**src/common/brtx_pkg.sv**
```systemverilog
// Package with widths, reset values and FIFO sizing for the transceiver
package brtx_pkg;
    localparam int unsigned DATA_W     = 8;
    localparam int unsigned FIFO_DEPTH = 32;
    localparam logic [7:0]  REG_RESET  = 8'h00;
    localparam logic [1:0]  EDGE_RISE  = 2'h1;
    typedef logic [DATA_W-1:0] brtx_byte_t;
endpackage

```
**src/rtl/brtx_fifo.sv**
```systemverilog
// Parameterised flip-flop FIFO with valid and ready on both sides
`timescale 1ns/1ns
module brtx_fifo #(
    parameter int unsigned WIDTH = 8,
    parameter int unsigned DEPTH = 32
) (
    input  wire logic             ref_clk,
    input  wire logic             rstn,
    input  wire logic             in_valid,
    output logic                  in_ready,
    input  wire logic [WIDTH-1:0] in_data,
    output logic                  out_valid,
    input  wire logic             out_ready,
    output logic      [WIDTH-1:0] out_data
);
    localparam int unsigned AW = $clog2(DEPTH);

    logic [WIDTH-1:0] mem_q [DEPTH];
    logic [AW-1:0]    wr_q;
    logic [AW-1:0]    rd_q;
    logic [AW:0]      cnt_q;
    logic             push;
    logic             pop;

    assign in_ready  = (cnt_q != (AW+1)'(DEPTH));
    assign out_valid = (cnt_q != '0);
    assign push      = in_valid & in_ready;
    assign pop       = out_valid & out_ready;
    assign out_data  = mem_q[rd_q];

    always_ff @(posedge ref_clk) begin
        if (push) begin
            mem_q[wr_q] <= in_data;
        end
    end

    always_ff @(posedge ref_clk or negedge rstn) begin
        if (!rstn) begin
            wr_q  <= '0;
            rd_q  <= '0;
            cnt_q <= '0;
        end else begin
            if (push) begin
                wr_q <= (wr_q == AW'(DEPTH-1)) ? '0 : wr_q + 1'b1;
            end
            if (pop) begin
                rd_q <= (rd_q == AW'(DEPTH-1)) ? '0 : rd_q + 1'b1;
            end
            cnt_q <= cnt_q + (AW+1)'(push) - (AW+1)'(pop);
        end
    end

    // ==========================================================
    // Checks
    fifo_no_overflow_a: assert property (@(posedge ref_clk) disable iff (!rstn)
        cnt_q <= (AW+1)'(DEPTH))
        else $error("fifo count beyond depth");
endmodule

```
**src/rtl/brtx_top.sv**
```systemverilog
// Registered bidirectional octal transceiver core
// How it works
// - Two 8-bit registers, one per direction; each pin feeds one
// - Each direction has its own clock, sampled as a rising-edge event
// - Each direction's active-low load enable gates only its own register
// - On clock rise with load enable low, source pins are stored
// - With load enable high the register holds whatever clock or data do
// - Far-side pins drive stored contents only while drive enable is low
// - Drive enable high puts all eight drivers of that side off
// - B-to-A path behaves as A-to-B with sides swapped
// - A side that drives its own pins reads their last level from a keeper copy
`timescale 1ns/1ns
module brtx_top
    import brtx_pkg::*;
(
    input  wire logic                        ref_clk,
    input  wire logic                        rstn,
    input  wire logic                        clk_a_to_b,
    input  wire logic                        clk_b_to_a,
    input  wire logic                        load_en_n_a_to_b,
    input  wire logic                        load_en_n_b_to_a,
    input  wire logic                        drive_en_n_b_side,
    input  wire logic                        drive_en_n_a_side,
    input  wire logic [brtx_pkg::DATA_W-1:0] side_a_pins_i,
    output logic      [brtx_pkg::DATA_W-1:0] side_a_pins_o,
    output logic      [brtx_pkg::DATA_W-1:0] side_a_pins_oe,
    input  wire logic [brtx_pkg::DATA_W-1:0] side_b_pins_i,
    output logic      [brtx_pkg::DATA_W-1:0] side_b_pins_o,
    output logic      [brtx_pkg::DATA_W-1:0] side_b_pins_oe,
    output logic                             cap_valid,
    input  wire logic                        cap_ready,
    output logic      [brtx_pkg::DATA_W-1:0] cap_data,
    output logic                             cap_stall
);
    import brtx_pkg::*;

    // ==========================================================
    // Direction clock edge detection
    // Direction clocks are sampled on ref_clk; they must be slower
    // than half the system rate so every rise is seen.
    // One earlier sample is all the rise detector needs
    logic        ab_clk_hist_q;
    logic        ba_clk_hist_q;
    logic        ab_rise;
    logic        ba_rise;
    logic        ab_load;
    logic        ba_load;
    brtx_byte_t  ab_q;
    brtx_byte_t  ba_q;
    brtx_byte_t  a_keep_q;
    brtx_byte_t  b_keep_q;
    brtx_byte_t  a_seen;
    brtx_byte_t  b_seen;
    logic        fifo_in_ready;

    // Earlier sample low and present level high
    function automatic logic is_rise(input logic [1:0] h);
        return h == EDGE_RISE;
    endfunction

    always_ff @(posedge ref_clk or negedge rstn) begin
        if (!rstn) begin
            ab_clk_hist_q <= '0;
            ba_clk_hist_q <= '0;
        end else begin
            ab_clk_hist_q <= clk_a_to_b;
            ba_clk_hist_q <= clk_b_to_a;
        end
    end

    assign ab_rise = is_rise({ab_clk_hist_q, clk_a_to_b});
    assign ba_rise = is_rise({ba_clk_hist_q, clk_b_to_a});
    // A clock rise with enable low is the load condition; a full capture FIFO does not
    // block the register, it only raises cap_stall.
    assign ab_load = ab_rise & ~load_en_n_a_to_b;
    assign ba_load = ba_rise & ~load_en_n_b_to_a;

    // ==========================================================
    // Keepers: a pin this side drives itself reads its last level from the copy
    // While a side drives its own pins the register would read back its
    // own output; the keeper copy stands in for that pin level.
    assign a_seen = (drive_en_n_a_side) ? side_a_pins_i : a_keep_q;
    assign b_seen = (drive_en_n_b_side) ? side_b_pins_i : b_keep_q;

    always_ff @(posedge ref_clk or negedge rstn) begin
        if (!rstn) begin
            a_keep_q <= REG_RESET;
            b_keep_q <= REG_RESET;
        end else begin
            a_keep_q <= drive_en_n_a_side ? side_a_pins_i : ba_q;
            b_keep_q <= drive_en_n_b_side ? side_b_pins_i : ab_q;
        end
    end

    // ==========================================================
    // Direction registers
    // No else branch: with the enable high the flops keep their word,
    // so the two directions never disturb each other.
    always_ff @(posedge ref_clk or negedge rstn) begin
        if (!rstn) begin
            ab_q <= REG_RESET;
        end else if (ab_load) begin
            ab_q <= a_seen;
        end
    end

    always_ff @(posedge ref_clk or negedge rstn) begin
        if (!rstn) begin
            ba_q <= REG_RESET;
        end else if (ba_load) begin
            ba_q <= b_seen;
        end
    end

    // ==========================================================
    // Output drivers
    assign side_b_pins_o  = ab_q;
    assign side_a_pins_o  = ba_q;
    // Drivers stay off throughout reset, whatever the enables say
    assign side_b_pins_oe = rstn ? {DATA_W{~drive_en_n_b_side}}
                                 : '0;
    assign side_a_pins_oe = rstn ? {DATA_W{~drive_en_n_a_side}}
                                 : '0;

    // ==========================================================
    // Capture stream of each A-to-B load that finds the FIFO with room, for observation
    // Only A-to-B is streamed; B-to-A is observed on its pins alone
    brtx_fifo #(
        .WIDTH (DATA_W),
        .DEPTH (FIFO_DEPTH)
    ) u_fifo (
        .ref_clk   (ref_clk),
        .rstn      (rstn),
        .in_valid  (ab_load),
        .in_ready  (fifo_in_ready),
        .in_data   (a_seen),
        .out_valid (cap_valid),
        .out_ready (cap_ready),
        .out_data  (cap_data)
    );
    assign cap_stall = ~fifo_in_ready;

    // ==========================================================
    // Checks
    // All on ref_clk; the direction clocks are only ever seen as levels
    ab_load_capt_a: assert property (
        @(posedge ref_clk) disable iff (!rstn)
        ab_load |=> ab_q == $past(a_seen))
        else $error("a-to-b load lost");
    ab_hold_a: assert property (
        @(posedge ref_clk) disable iff (!rstn)
        load_en_n_a_to_b |=> $stable(ab_q))
        else $error("a-to-b changed while disabled");
    ba_hold_a: assert property (
        @(posedge ref_clk) disable iff (!rstn)
        (load_en_n_b_to_a || !ba_rise) |=> $stable(ba_q))
        else $error("b-to-a changed without load");
    ba_load_capt_a: assert property (
        @(posedge ref_clk) disable iff (!rstn)
        ba_load |=> ba_q == $past(b_seen))
        else $error("b-to-a load lost");
    b_drive_a: assert property (
        @(posedge ref_clk) disable iff (!rstn)
        !drive_en_n_b_side |-> side_b_pins_oe == '1 && side_b_pins_o == ab_q)
        else $error("b side not driving register");
    a_drive_a: assert property (
        @(posedge ref_clk) disable iff (!rstn)
        !drive_en_n_a_side |-> side_a_pins_oe == '1 && side_a_pins_o == ba_q)
        else $error("a side not driving register");
    a_off_a: assert property (
        @(posedge ref_clk) disable iff (!rstn)
        drive_en_n_a_side |-> side_a_pins_oe == '0)
        else $error("a side driven while disabled");
    b_off_a: assert property (
        @(posedge ref_clk) disable iff (!rstn)
        drive_en_n_b_side |-> side_b_pins_oe == '0)
        else $error("b side driven while disabled");
    reset_clear_a: assert property (
        @(posedge ref_clk)
        $rose(rstn) |-> ab_q == REG_RESET && ba_q == REG_RESET)
        else $error("registers not cleared by reset");
    reset_off_a: assert property (
        @(posedge ref_clk)
        !rstn |-> side_a_pins_oe == '0 && side_b_pins_oe == '0)
        else $error("driver on during reset");
    keep_level_a: assert property (
        @(posedge ref_clk) disable iff (!rstn)
        drive_en_n_a_side ##1 drive_en_n_a_side
        |-> a_keep_q == $past(side_a_pins_i))
        else $error("keeper lost level");
    keep_level_b_a: assert property (
        @(posedge ref_clk) disable iff (!rstn)
        drive_en_n_b_side ##1 drive_en_n_b_side
        |-> b_keep_q == $past(side_b_pins_i))
        else $error("b keeper lost level");
    no_load_rise_a: assert property (
        @(posedge ref_clk) disable iff (!rstn)
        !ab_rise |=> $stable(ab_q))
        else $error("a-to-b loaded without clock rise");
    ab_one_rise_a: assert property (
        @(posedge ref_clk) disable iff (!rstn)
        ab_rise |=> !ab_rise)
        else $error("a-to-b clock seen rising twice");
    ba_one_rise_a: assert property (
        @(posedge ref_clk) disable iff (!rstn)
        ba_rise |=> !ba_rise)
        else $error("b-to-a clock seen rising twice");
    dir_indep_ab_a: assert property (
        @(posedge ref_clk) disable iff (!rstn)
        ba_load && !ab_load |=> $stable(ab_q))
        else $error("b-to-a load disturbed a-to-b");
    dir_indep_ba_a: assert property (
        @(posedge ref_clk) disable iff (!rstn)
        ab_load && !ba_load |=> $stable(ba_q))
        else $error("a-to-b load disturbed b-to-a");
    cap_push_a: assert property (
        @(posedge ref_clk) disable iff (!rstn)
        ab_load && !cap_stall |=> cap_valid)
        else $error("load not queued for capture");
    cap_drop_a: assert property (
        @(posedge ref_clk) disable iff (!rstn)
        ab_load && cap_stall && !cap_ready |=> cap_stall)
        else $error("full capture queue took a word");
endmodule

```
**config.mk**
```make
export PLATFORM = sky130hd
export DESIGN_NAME = brtx_top
export DESIGN_NICKNAME = d
export VERILOG_FILES = /design/src/common/brtx_pkg.sv /design/src/rtl/brtx_fifo.sv /design/src/rtl/brtx_top.sv
export SDC_FILE = /design/constraint.sdc
export NUM_CORES = 1
export LEC_CHECK = 0
export BUFFER_PORTS_ARGS = -buffer_cell sky130_fd_sc_hd__buf_4
export CORE_MARGIN = 5
export CORE_UTILIZATION = 55
export CTS_CLUSTER_SIZE = 16
export DETAILED_ROUTE_END_ITERATION = 16
export PLACE_DENSITY = 0.87
export SLEW_MARGIN = 20
export SYNTH_ARGS = -nofsm -noshare
export SYNTH_HDL_FRONTEND = slang
export SYNTH_SLANG_ARGS = --single-unit
export TNS_END_PERCENT = 100
```
**constraint.sdc**
```tcl
create_clock -name ref_clk -period 2.4 [get_ports ref_clk]
set_input_delay 0 -clock ref_clk [delete_from_list [all_inputs] [get_ports ref_clk]]
set_output_delay 0 -clock ref_clk [all_outputs]
set_load 0.01 [all_outputs]
```
# Yosys cells after proc, flatten, opt, wreduce, memory -nomap -nowiden
# Memories as Yosys holds them, arrays and structs flattened.
# Index checks and enable logic that the tools add are counted.
# classes
addsub	4
eq_ne	5
mux	10
bitwise_logic	9
reduce_logical	1
# op_table
operator	n
$mux 8	6
$add 5x1->5 const B	2
$eq 5x5->1 const B	2
$mux 5	2
$add 6x1->6	1
$ne 6x6->1 const B	1
$reduce_bool 6->1	1
$sub 6x1->6	1
$not 1->1	5
$and 1x1->1	4
$eq 2x1->1 const B	2
$mux 1	2
# word_totals
ff_bits	50
ramBits	256
wordCells	39
n_memories	1
# memory_table
memory	depth	width	read_ports	rd_ports_with_merged_regs	write_ports	line	source
u_fifo.mem_q	32	8	1	0	1	brtx_fifo.sv:18	logic [WIDTH-1:0] mem_q [DEPTH];

# Longest topological paths before layout
# Gate-level depths: netlist of run 1.
# depth
depth_word	5
mapped_depth	14
depth_no_buf	14

# Hierarchy
# Synthesis of run 1 repeated with hierarchy kept, for this count alone.
# hier_totals
hier_cells	678
hier_area_um2	12515.8
# by_module_without_submodules
module	n_inst	cells_per_inst	area_each_um2	seq_area_each_um2
brtx_fifo	1	572	10910.5	8087.8
brtx_top	1	106	1605.3	850.8

# Worst setup path before layout of run 1
# No wires, ideal clock.
# synth_path
kind	flip-flop to flip-flop
startpoint	register u_fifo.cnt_q[2]
endpoint	register u_fifo.cnt_q[4]
setup_ns	0.079
t_arrival_ns	2.386
required_ns	2.321
setup_slack_ns	-0.065
stages_incl_launch_ff	15
path_buffers	0
period_less_slack_ns	2.465
cell_sequence	dfrtp_1 inv_1 ha_1 nand4bb_1 nand2_1 inv_1 ha_1 inv_1 ha_1 inv_1 fa_1 inv_1 a21oi_1 o21bai_1 xor2_1
# synth_between
word_cells_on_any_way	6
cone_classes	add/sub (2); eq/ne (1); bitwise (2); reduce/logical (1)
# synth_lines
element	line	source
start, declared	brtx_fifo.sv:21	logic [AW:0] cnt_q;
start signal, assigned	brtx_fifo.sv:49	cnt_q <= cnt_q + (AW+1)'(push) - (AW+1)'(pop);
$reduce_bool 6->1	brtx_fifo.sv:26	assign out_valid = (cnt_q != '0);
named net cap_valid	brtx_top.sv:30	output logic cap_valid,
$and 1x1->1	brtx_fifo.sv:28	assign pop = out_valid & out_ready;
named net u_fifo.pop	brtx_fifo.sv:23	logic pop;
$sub 6x1->6	brtx_fifo.sv:49	
# The timed path passes the listed nets, and every way through them passes these cells.
# A chain may end at the register's enable or synchronous reset.

# Worst setup path after layout of run 1
# layout_path
startpoint	register u_fifo.rd_q[0]
endpoint	output cap_data[7] in the netlist's numbering
# layout_between
elab_chain_cells	1
# layout_rtl
element	line	source
start, declared	brtx_fifo.sv:20	logic [AW-1:0] rd_q;
start signal, assigned	brtx_fifo.sv:47	rd_q <= (rd_q == AW'(DEPTH-1)) ? '0 : rd_q + 1'b1;
$mem_v2 32x8	-	
end, declared	brtx_top.sv:32	output logic [brtx_pkg::DATA_W-1:0] cap_data,
# No other way between the ends.

==> results by group, run 1 <==
Route
  • DRC: 0
  • DRT Pass-1 Iters: 5
  • Antenna-violating nets left: 0
  • DR vias: 7336
  • DRT iter0 DRCs: 771
  • Routed len/inst: 25.3 um
  • Routed wire length: 30500 um
  • Via/cell ratio: 6.09

Power and ir drop
  • Worst vdd ir: 0.000882 V
  • Leak pwr: 0.00569 uW
  • Pwr per Cell Area: 1050 mW/mm^2
  • Final Power: 16400 uW

Place
  • Port Buffers: 66
  • Placer congestion estimate: 0.816
  • HPWL after detailed placement: 16500 um
  • Place WS: -45.9 ps
  • Placed cell count: 1075

Timing
  • Setup tns final: -1420 ps
  • Final min period: 2700 ps
  • Final Cycle Share: 1.12
  • Setup violators final: 8
  • RSZ-0062 raised after global routing: true
  • Max-slew violations: 0
  • Max-slew headroom: 0.573
  • Setup ws final: -298 ps
  • Hold Violations, Final: 0
  • Clock Skew: 17.5 ps
  • Worst hold margin: 66.5 ps
  • Maximum clock frequency: 371 MHz
  • Worst Max-Slew Pin Slew: 641 ps

Yosys
  • Leading post-synthesis cells by cell area: edfxtp_1 62%, dfrtp_1 10%, mux4_2 8.9%
  • Net Count, Synth: 749
  • Top cells by count, synth: 256 x edfxtp_1, 50 x dfrtp_1, 49 x mux4_2
  • Most common flop cell mapped by yosys: edfxtp_1
  • Synth unique cells: 42
  • EDFF count, synth: 256
  • Ys async rst share: 0.163
  • Synth Cell Area: 0.0124 mm^2
  • Cell count after synthesis: 707
  • Sequential fraction of the synthesis area: 0.719
  • #FFs+latches synth: 306
  • Avg Cell Area, Syn: 17.6 um^2
  • Top cell type by total area after synthesis: edfxtp_1
  • Synthesis Warnings: 0
  • Count leader, synth: edfxtp_1
  • Area fraction of the dominant cell type after synthesis: 0.619

Global route
  • Most used routing layer in global routing: met2
  • Met2 Usage GRT: 0.391
  • Largest net degree at the start of global routing: 34
  • M3 GR Usage: 0.0344
  • Gr ovfl total: 0
  • Initial antenna violation count: 0
  • Met1 Use GR: 0.299
  • Gr usage total: 0.229
  • Number of global-route vias before repair: 7540
  • First-pass GRT wire length: 45100 um

Floorplanning
  • Die area: 0.0257 mm^2
  • Initial Utilization: 0.554
  • # IOs: 67
  • Die H: 160 um
  • Die W: 160 um
  • # rows: 55
  • Core footprint: 0.0224 mm^2

Final layout
  • Non-Filler Instances: 1205
  • ANT cells: 0
  • Net count, final: 939
  • Area growth, synth to finish: 25.1%
  • Share of cells above drive strength 1: 0.350

Critical path
  • Worst Path Class, Setup: register to primary output
  • Req. time, crit path: 2400 ps
  • Crit end category: primary output
  • Worst r2r path cells: 12
  • CP startpoint kind: register
  • CP Max Fanout: 8
  • Worst Path Arrival: 2700 ps

Clock tree
  • Root Buffer: clkbuf_16
  • H-tree lvl count: 1
  • Worst skew pair latency: 560 ps
  • CTS buffer count: 30
  • Clock Path Buffers: 3
  • CTS tree: built
  • # clock sinks: 306
  • Clk slew on worst S/H paths: 70 ps

Status
  • Failing checks: setup timing
  • Status: complete, but fails checks

Run
  • Maxcap violations: 0

Worst hold path
  • Worst min-delay path class: input pin to async pin
## cell type report
class / count / area (um^2)
inverter: 33 / 124
multi-input combinational: 320 / 3340
clock inverter: 21 / 221
tap: 285 / 357
timing repair buffer: 206 / 1790
sequential: 306 / 8950
clock buffer: 34 / 766
fill: 1318 / 6890
## logic make-up after synthesis
kind of cell	Yosys count	synth area share
buf+inv	81	0.0340
fa+ha+maj	17	0.0177
flops	306	0.719
compound gates	95	0.0518
simple gates	98	0.0378
mux	106	0.137
xor+xnor	4	0.00282
## critical path, cell delays in order, from the launching register on
cell and delay [ps]:
dfrtp_4 500, buf_6 180, buf_6 170, mux2i_2 340, o22ai_1 170, a2111oi_4 400, buf_4 190, a21oi_1 40
buf_4 150
## cells in the final DEF (no fill, tap or decap), types with 4 or more instances in the layout
cell type	n
a2111oi_4	7
a21oi_1	22
a21oi_2	5
a22o_1	4
a22oi_1	5
buf_4	144
buf_6	5
bufinv_16	4
clkbuf_1	4
clkbuf_16	30
clkinv_1	7
clkinv_2	4
dfrtp_1	45
dfrtp_2	4
dlygate4sd3_1	50
edfxtp_1	256
ha_1	13
inv_1	27
inv_2	6
mux2_2	19
mux2i_1	36
mux4_2	49
nand2_1	14
nand2_2	4
nand3_1	7
nand3b_1	6
nor2_1	47
nor2b_1	5
o21ai_0	14
o21ai_2	8
o221ai_1	7
o22ai_1	9
## path summary, 6_finish.rpt
| path | from | end | slack (ps) |
|---|---|---|---|
| max reg2reg | u_fifo.cnt_q[2]$_DFF_PN0_ | u_fifo.cnt_q[5]$_DFF_PN0_ | 10 |
| max | u_fifo.rd_q[0]$_DFFE_PN0P_ | cap_data[7] | -300 |
| min in group ref_clk | clk_b_to_a | ba_clk_hist_q$_DFF_PN0_ | 120 |
| max in group asynchronous | rstn | side_a_pins_o[5]$_DFFE_PN0P_ | 1890 |
| min | rstn | side_b_pins_o[0]$_DFFE_PN0P_ | 70 |
| min reg2reg | b_keep_q[3]$_DFF_PN0_ | side_a_pins_o[3]$_DFFE_PN0P_ | 560 |
## timing repair
action,CTS,global route
setup buffers,6,17
gates resized for setup,30,29
pin swaps,7,15
hold buffers,51,0
gates cloned,1,0
setup endpoints to repair,9,57
hold endpoints to repair,89,0
## registers in the layout, indices dropped and copies added (netlist names)
signal	cells
ba_clk_hist_q	1
u_fifo.cnt_q	6
side_b_pins_o	8
u_fifo.mem_q	256
a_keep_q	8
u_fifo.wr_q	5
u_fifo.rd_q	5
side_a_pins_o	8
b_keep_q	8
ab_clk_hist_q	1
## per-layer routing
metal  wire, um  vias up
li1           -     3126
met1      11100     3750
met2      15900      366
met3       2240       94
met4       1320        0
met5          0        -
## metrics by stage
step / util / area (um^2)
after detailed placement: 0.604 / 13600
after floorplan: - / 12400
after CTS: 0.682 / 15300
after global routing: 0.693 / 15500
final: 0.693 / 15500
after global placement: 0.604 / 13600
## power by group
part	internal (uW)	switching, uW	leakage [uW]
registers	6120	415	0.00289
clock network	2720	2000	0.000477
logic	2530	2580	0.00232
No activity file was read; power rests on OpenSTA's default activity.
==> run 2: changes to the inputs <==
CELL_PAD_IN_SITES_DETAIL_PLACEMENT = 1   (was unset)
CELL_PAD_IN_SITES_GLOBAL_PLACEMENT = 2   (was unset)
CORE_UTILIZATION = 42   (was 55)
==> run 2 against run 1 <==
Net effect:
- the run still ends with setup timing left
- sequential power hardly changed
- count of clock-buffer cells in the layout up 2
- register-to-register slack improved by 70 ps
- final area grew 2.6%
- final cell count grew 9.6%
- maximum frequency is 1.7% higher
- routed wire length rose by 9.5%
- total power increased by 5.2%
- largest cell class unchanged
- die area increased by 29%
- clock skew rose by 9.9 ps
- via count decreased by 1.6%
==> results by group, run 2 (synthesis results as in run 1) <==
Status
  • Status: complete, but fails checks
  • Failing checks: setup timing

Clock tree
  • Clock Path Buffers: 3
  • H-tree lvl count: 1
  • Worst skew pair latency: 570 ps
  • Root Buffer: clkbuf_16
  • Clk slew on worst S/H paths: 70 ps
  • CTS tree: built
  • # clock sinks: 306
  • CTS buffer count: 31

Critical path
  • CP Max Fanout: 4
  • Req. time, crit path: 2400 ps
  • Worst Path Class, Setup: register to primary output
  • Crit end category: primary output
  • Worst Path Arrival: 2650 ps
  • CP startpoint kind: register

Final layout
  • Final core occ: 0.543
  • Area growth, synth to finish: 28.4%
  • Area of the multi-input gates: 0.00342 mm^2
  • Net count, final: 947
  • Most common cell after layout, fill and taps aside: edfxtp_1
  • Biggest register: u_fifo.mem_q
  • Share of cells above drive strength 1: 0.369
  • Fillcell total: 2697
  • Most frequent cells in the layout: 256 x edfxtp_1, 150 x buf_4, 49 x mux4_2, 49 x dlygate4sd3_1, 47 x nor2_1
  • Max reg flops: 256
  • Register area: 0.00895 mm^2

Timing
  • Clock Skew: 27.4 ps
  • Setup violators final: 8
  • Final min period: 2650 ps
  • Worst Max-Slew Pin Slew: 742 ps
  • Maximum clock frequency: 377 MHz
  • Hold Violations, Final: 0
  • Setup ws final: -252 ps
  • Max-slew headroom: 0.503
  • RSZ-0062 raised after global routing: true
  • Max-slew violations: 0
  • Final Cycle Share: 1.10

Floorplanning
  • # IOs: 67
  • Die area: 0.0331 mm^2
  • Die W: 182 um
  • Core footprint: 0.0294 mm^2
  • # rows: 63
  • Initial Utilization: 0.423
  • Die H: 182 um

Route
  • DRC: 0
  • Routed len/inst: 25.3 um
  • DRT Pass-1 Iters: 5
  • DRT iter0 DRCs: 548
  • Routed wire length: 33400 um
  • DR vias: 7221
  • Antenna-violating nets left: 0
  • Via/cell ratio: 5.47

Global route
  • Number of global-route vias before repair: 7974
  • Gr ovfl total: 0
  • Gr usage total: 0.196
  • First-pass GRT wire length: 49700 um
  • Largest net degree at the start of global routing: 45
  • Initial antenna violation count: 1

Place
  • Placer congestion estimate: 0.779
  • Port Buffers: 66
  • HPWL after detailed placement: 19300 um
  • Place WS: -68.4 ps

Worst hold path
  • Worst min-delay path class: input pin to register

Power and ir drop
  • Leak pwr: 0.00581 uW
  • Worst vdd ir: 0.000687 V
  • Pwr per Cell Area: 1080 mW/mm^2

Run
  • Maxcap violations: 0
[run 2: cell count changes in the layout (fill, tap and decap cells not counted), sizes merged]
cell         previous run  this run
buf                   155       161
clkbuf                 34        39
clkinv                 15        11
inv                    33        36
bufinv                  4         6
bufbuf                  1         0
diode                   0         1
dlygate4sd3            50        49
[run 2: path summary, 6_finish.rpt]
| check | start | to | slack, ps | depth (start not counted) |
|---|---|---|---|---|
| worst max-delay path | u_fifo.rd_q[0]$_DFFE_PN0P_ | cap_data[5] | -250 | 7 |
| worst min-delay path | clk_a_to_b | ab_clk_hist_q$_DFF_PN0_ | 90 | 2 |
| worst max register to register | u_fifo.cnt_q[5]$_DFF_PN0_ | u_fifo.cnt_q[4]$_DFF_PN0_ | 80 | 14 |
| worst min register to register | side_b_pins_o[1]$_DFFE_PN0P_ | side_b_pins_o[1]$_DFFE_PN0P_ | 550 | 1 |
| max in group asynchronous | rstn | a_keep_q[4]$_DFF_PN0_ | 1650 | 3 |
| min in group asynchronous | rstn | a_keep_q[5]$_DFF_PN0_ | 140 | 3 |
[run 2: what timing repair did]
item                                    in CTS  in global routing
hold buffers                                49                  0
setup buffers                               16                  5
cloned                                       1                  2
resized for setup                           36                 34
endpoints found under the setup margin      10                 69
endpoints found under the hold margin       97                  0
pin swaps                                   14                 16
[run 2: layer usage]
layer | GRT usage | wire length (um)
met1 | 0.254 | 13400
met2 | 0.352 | 17700
met3 | 0.0248 | 1520
met4 | 0.0489 | 813
met5 | 0 | 0
[run 2: critical path, stage by stage, from the launching register on]
cell and delay [ps]:
dfrtp_4 440, buf_6 140, mux4_2 530, a22o_4 300, a2111oi_4 280, buf_4 180, a21oi_1 50, buf_4 160
[run 2: power by group]
part | total, uW | switching, uW | internal, uW
clock network | 5160 | 2080 | 3080
logic | 5520 | 2780 | 2740
registers | 6540 | 416 | 6120
[run 2: per-stage QoR]
step	instances	area, um^2	setup TNS [ps]	hold WS [ps]	power (uW)
global route	1321	16000	-2370	104	17900
detailed placement	1190	13800	-68.4	-167	10900
global placement	1190	13800	0	-165	10800
CTS	1314	15700	-1990	77.3	16700
floorplan	707	12400	0	-296	9150
finish	1321	16000	-1810	87.2	17200
[run 2: cell type report]
cell class,count,area share
sequential,306,0.561
multi-input combinational,320,0.214
timing repair buffer,213,0.118
clock buffer,36,0.0511
tap,390,0.0306
clock inverter,22,0.0171
inverter,33,0.00776
antenna,1,0.000157
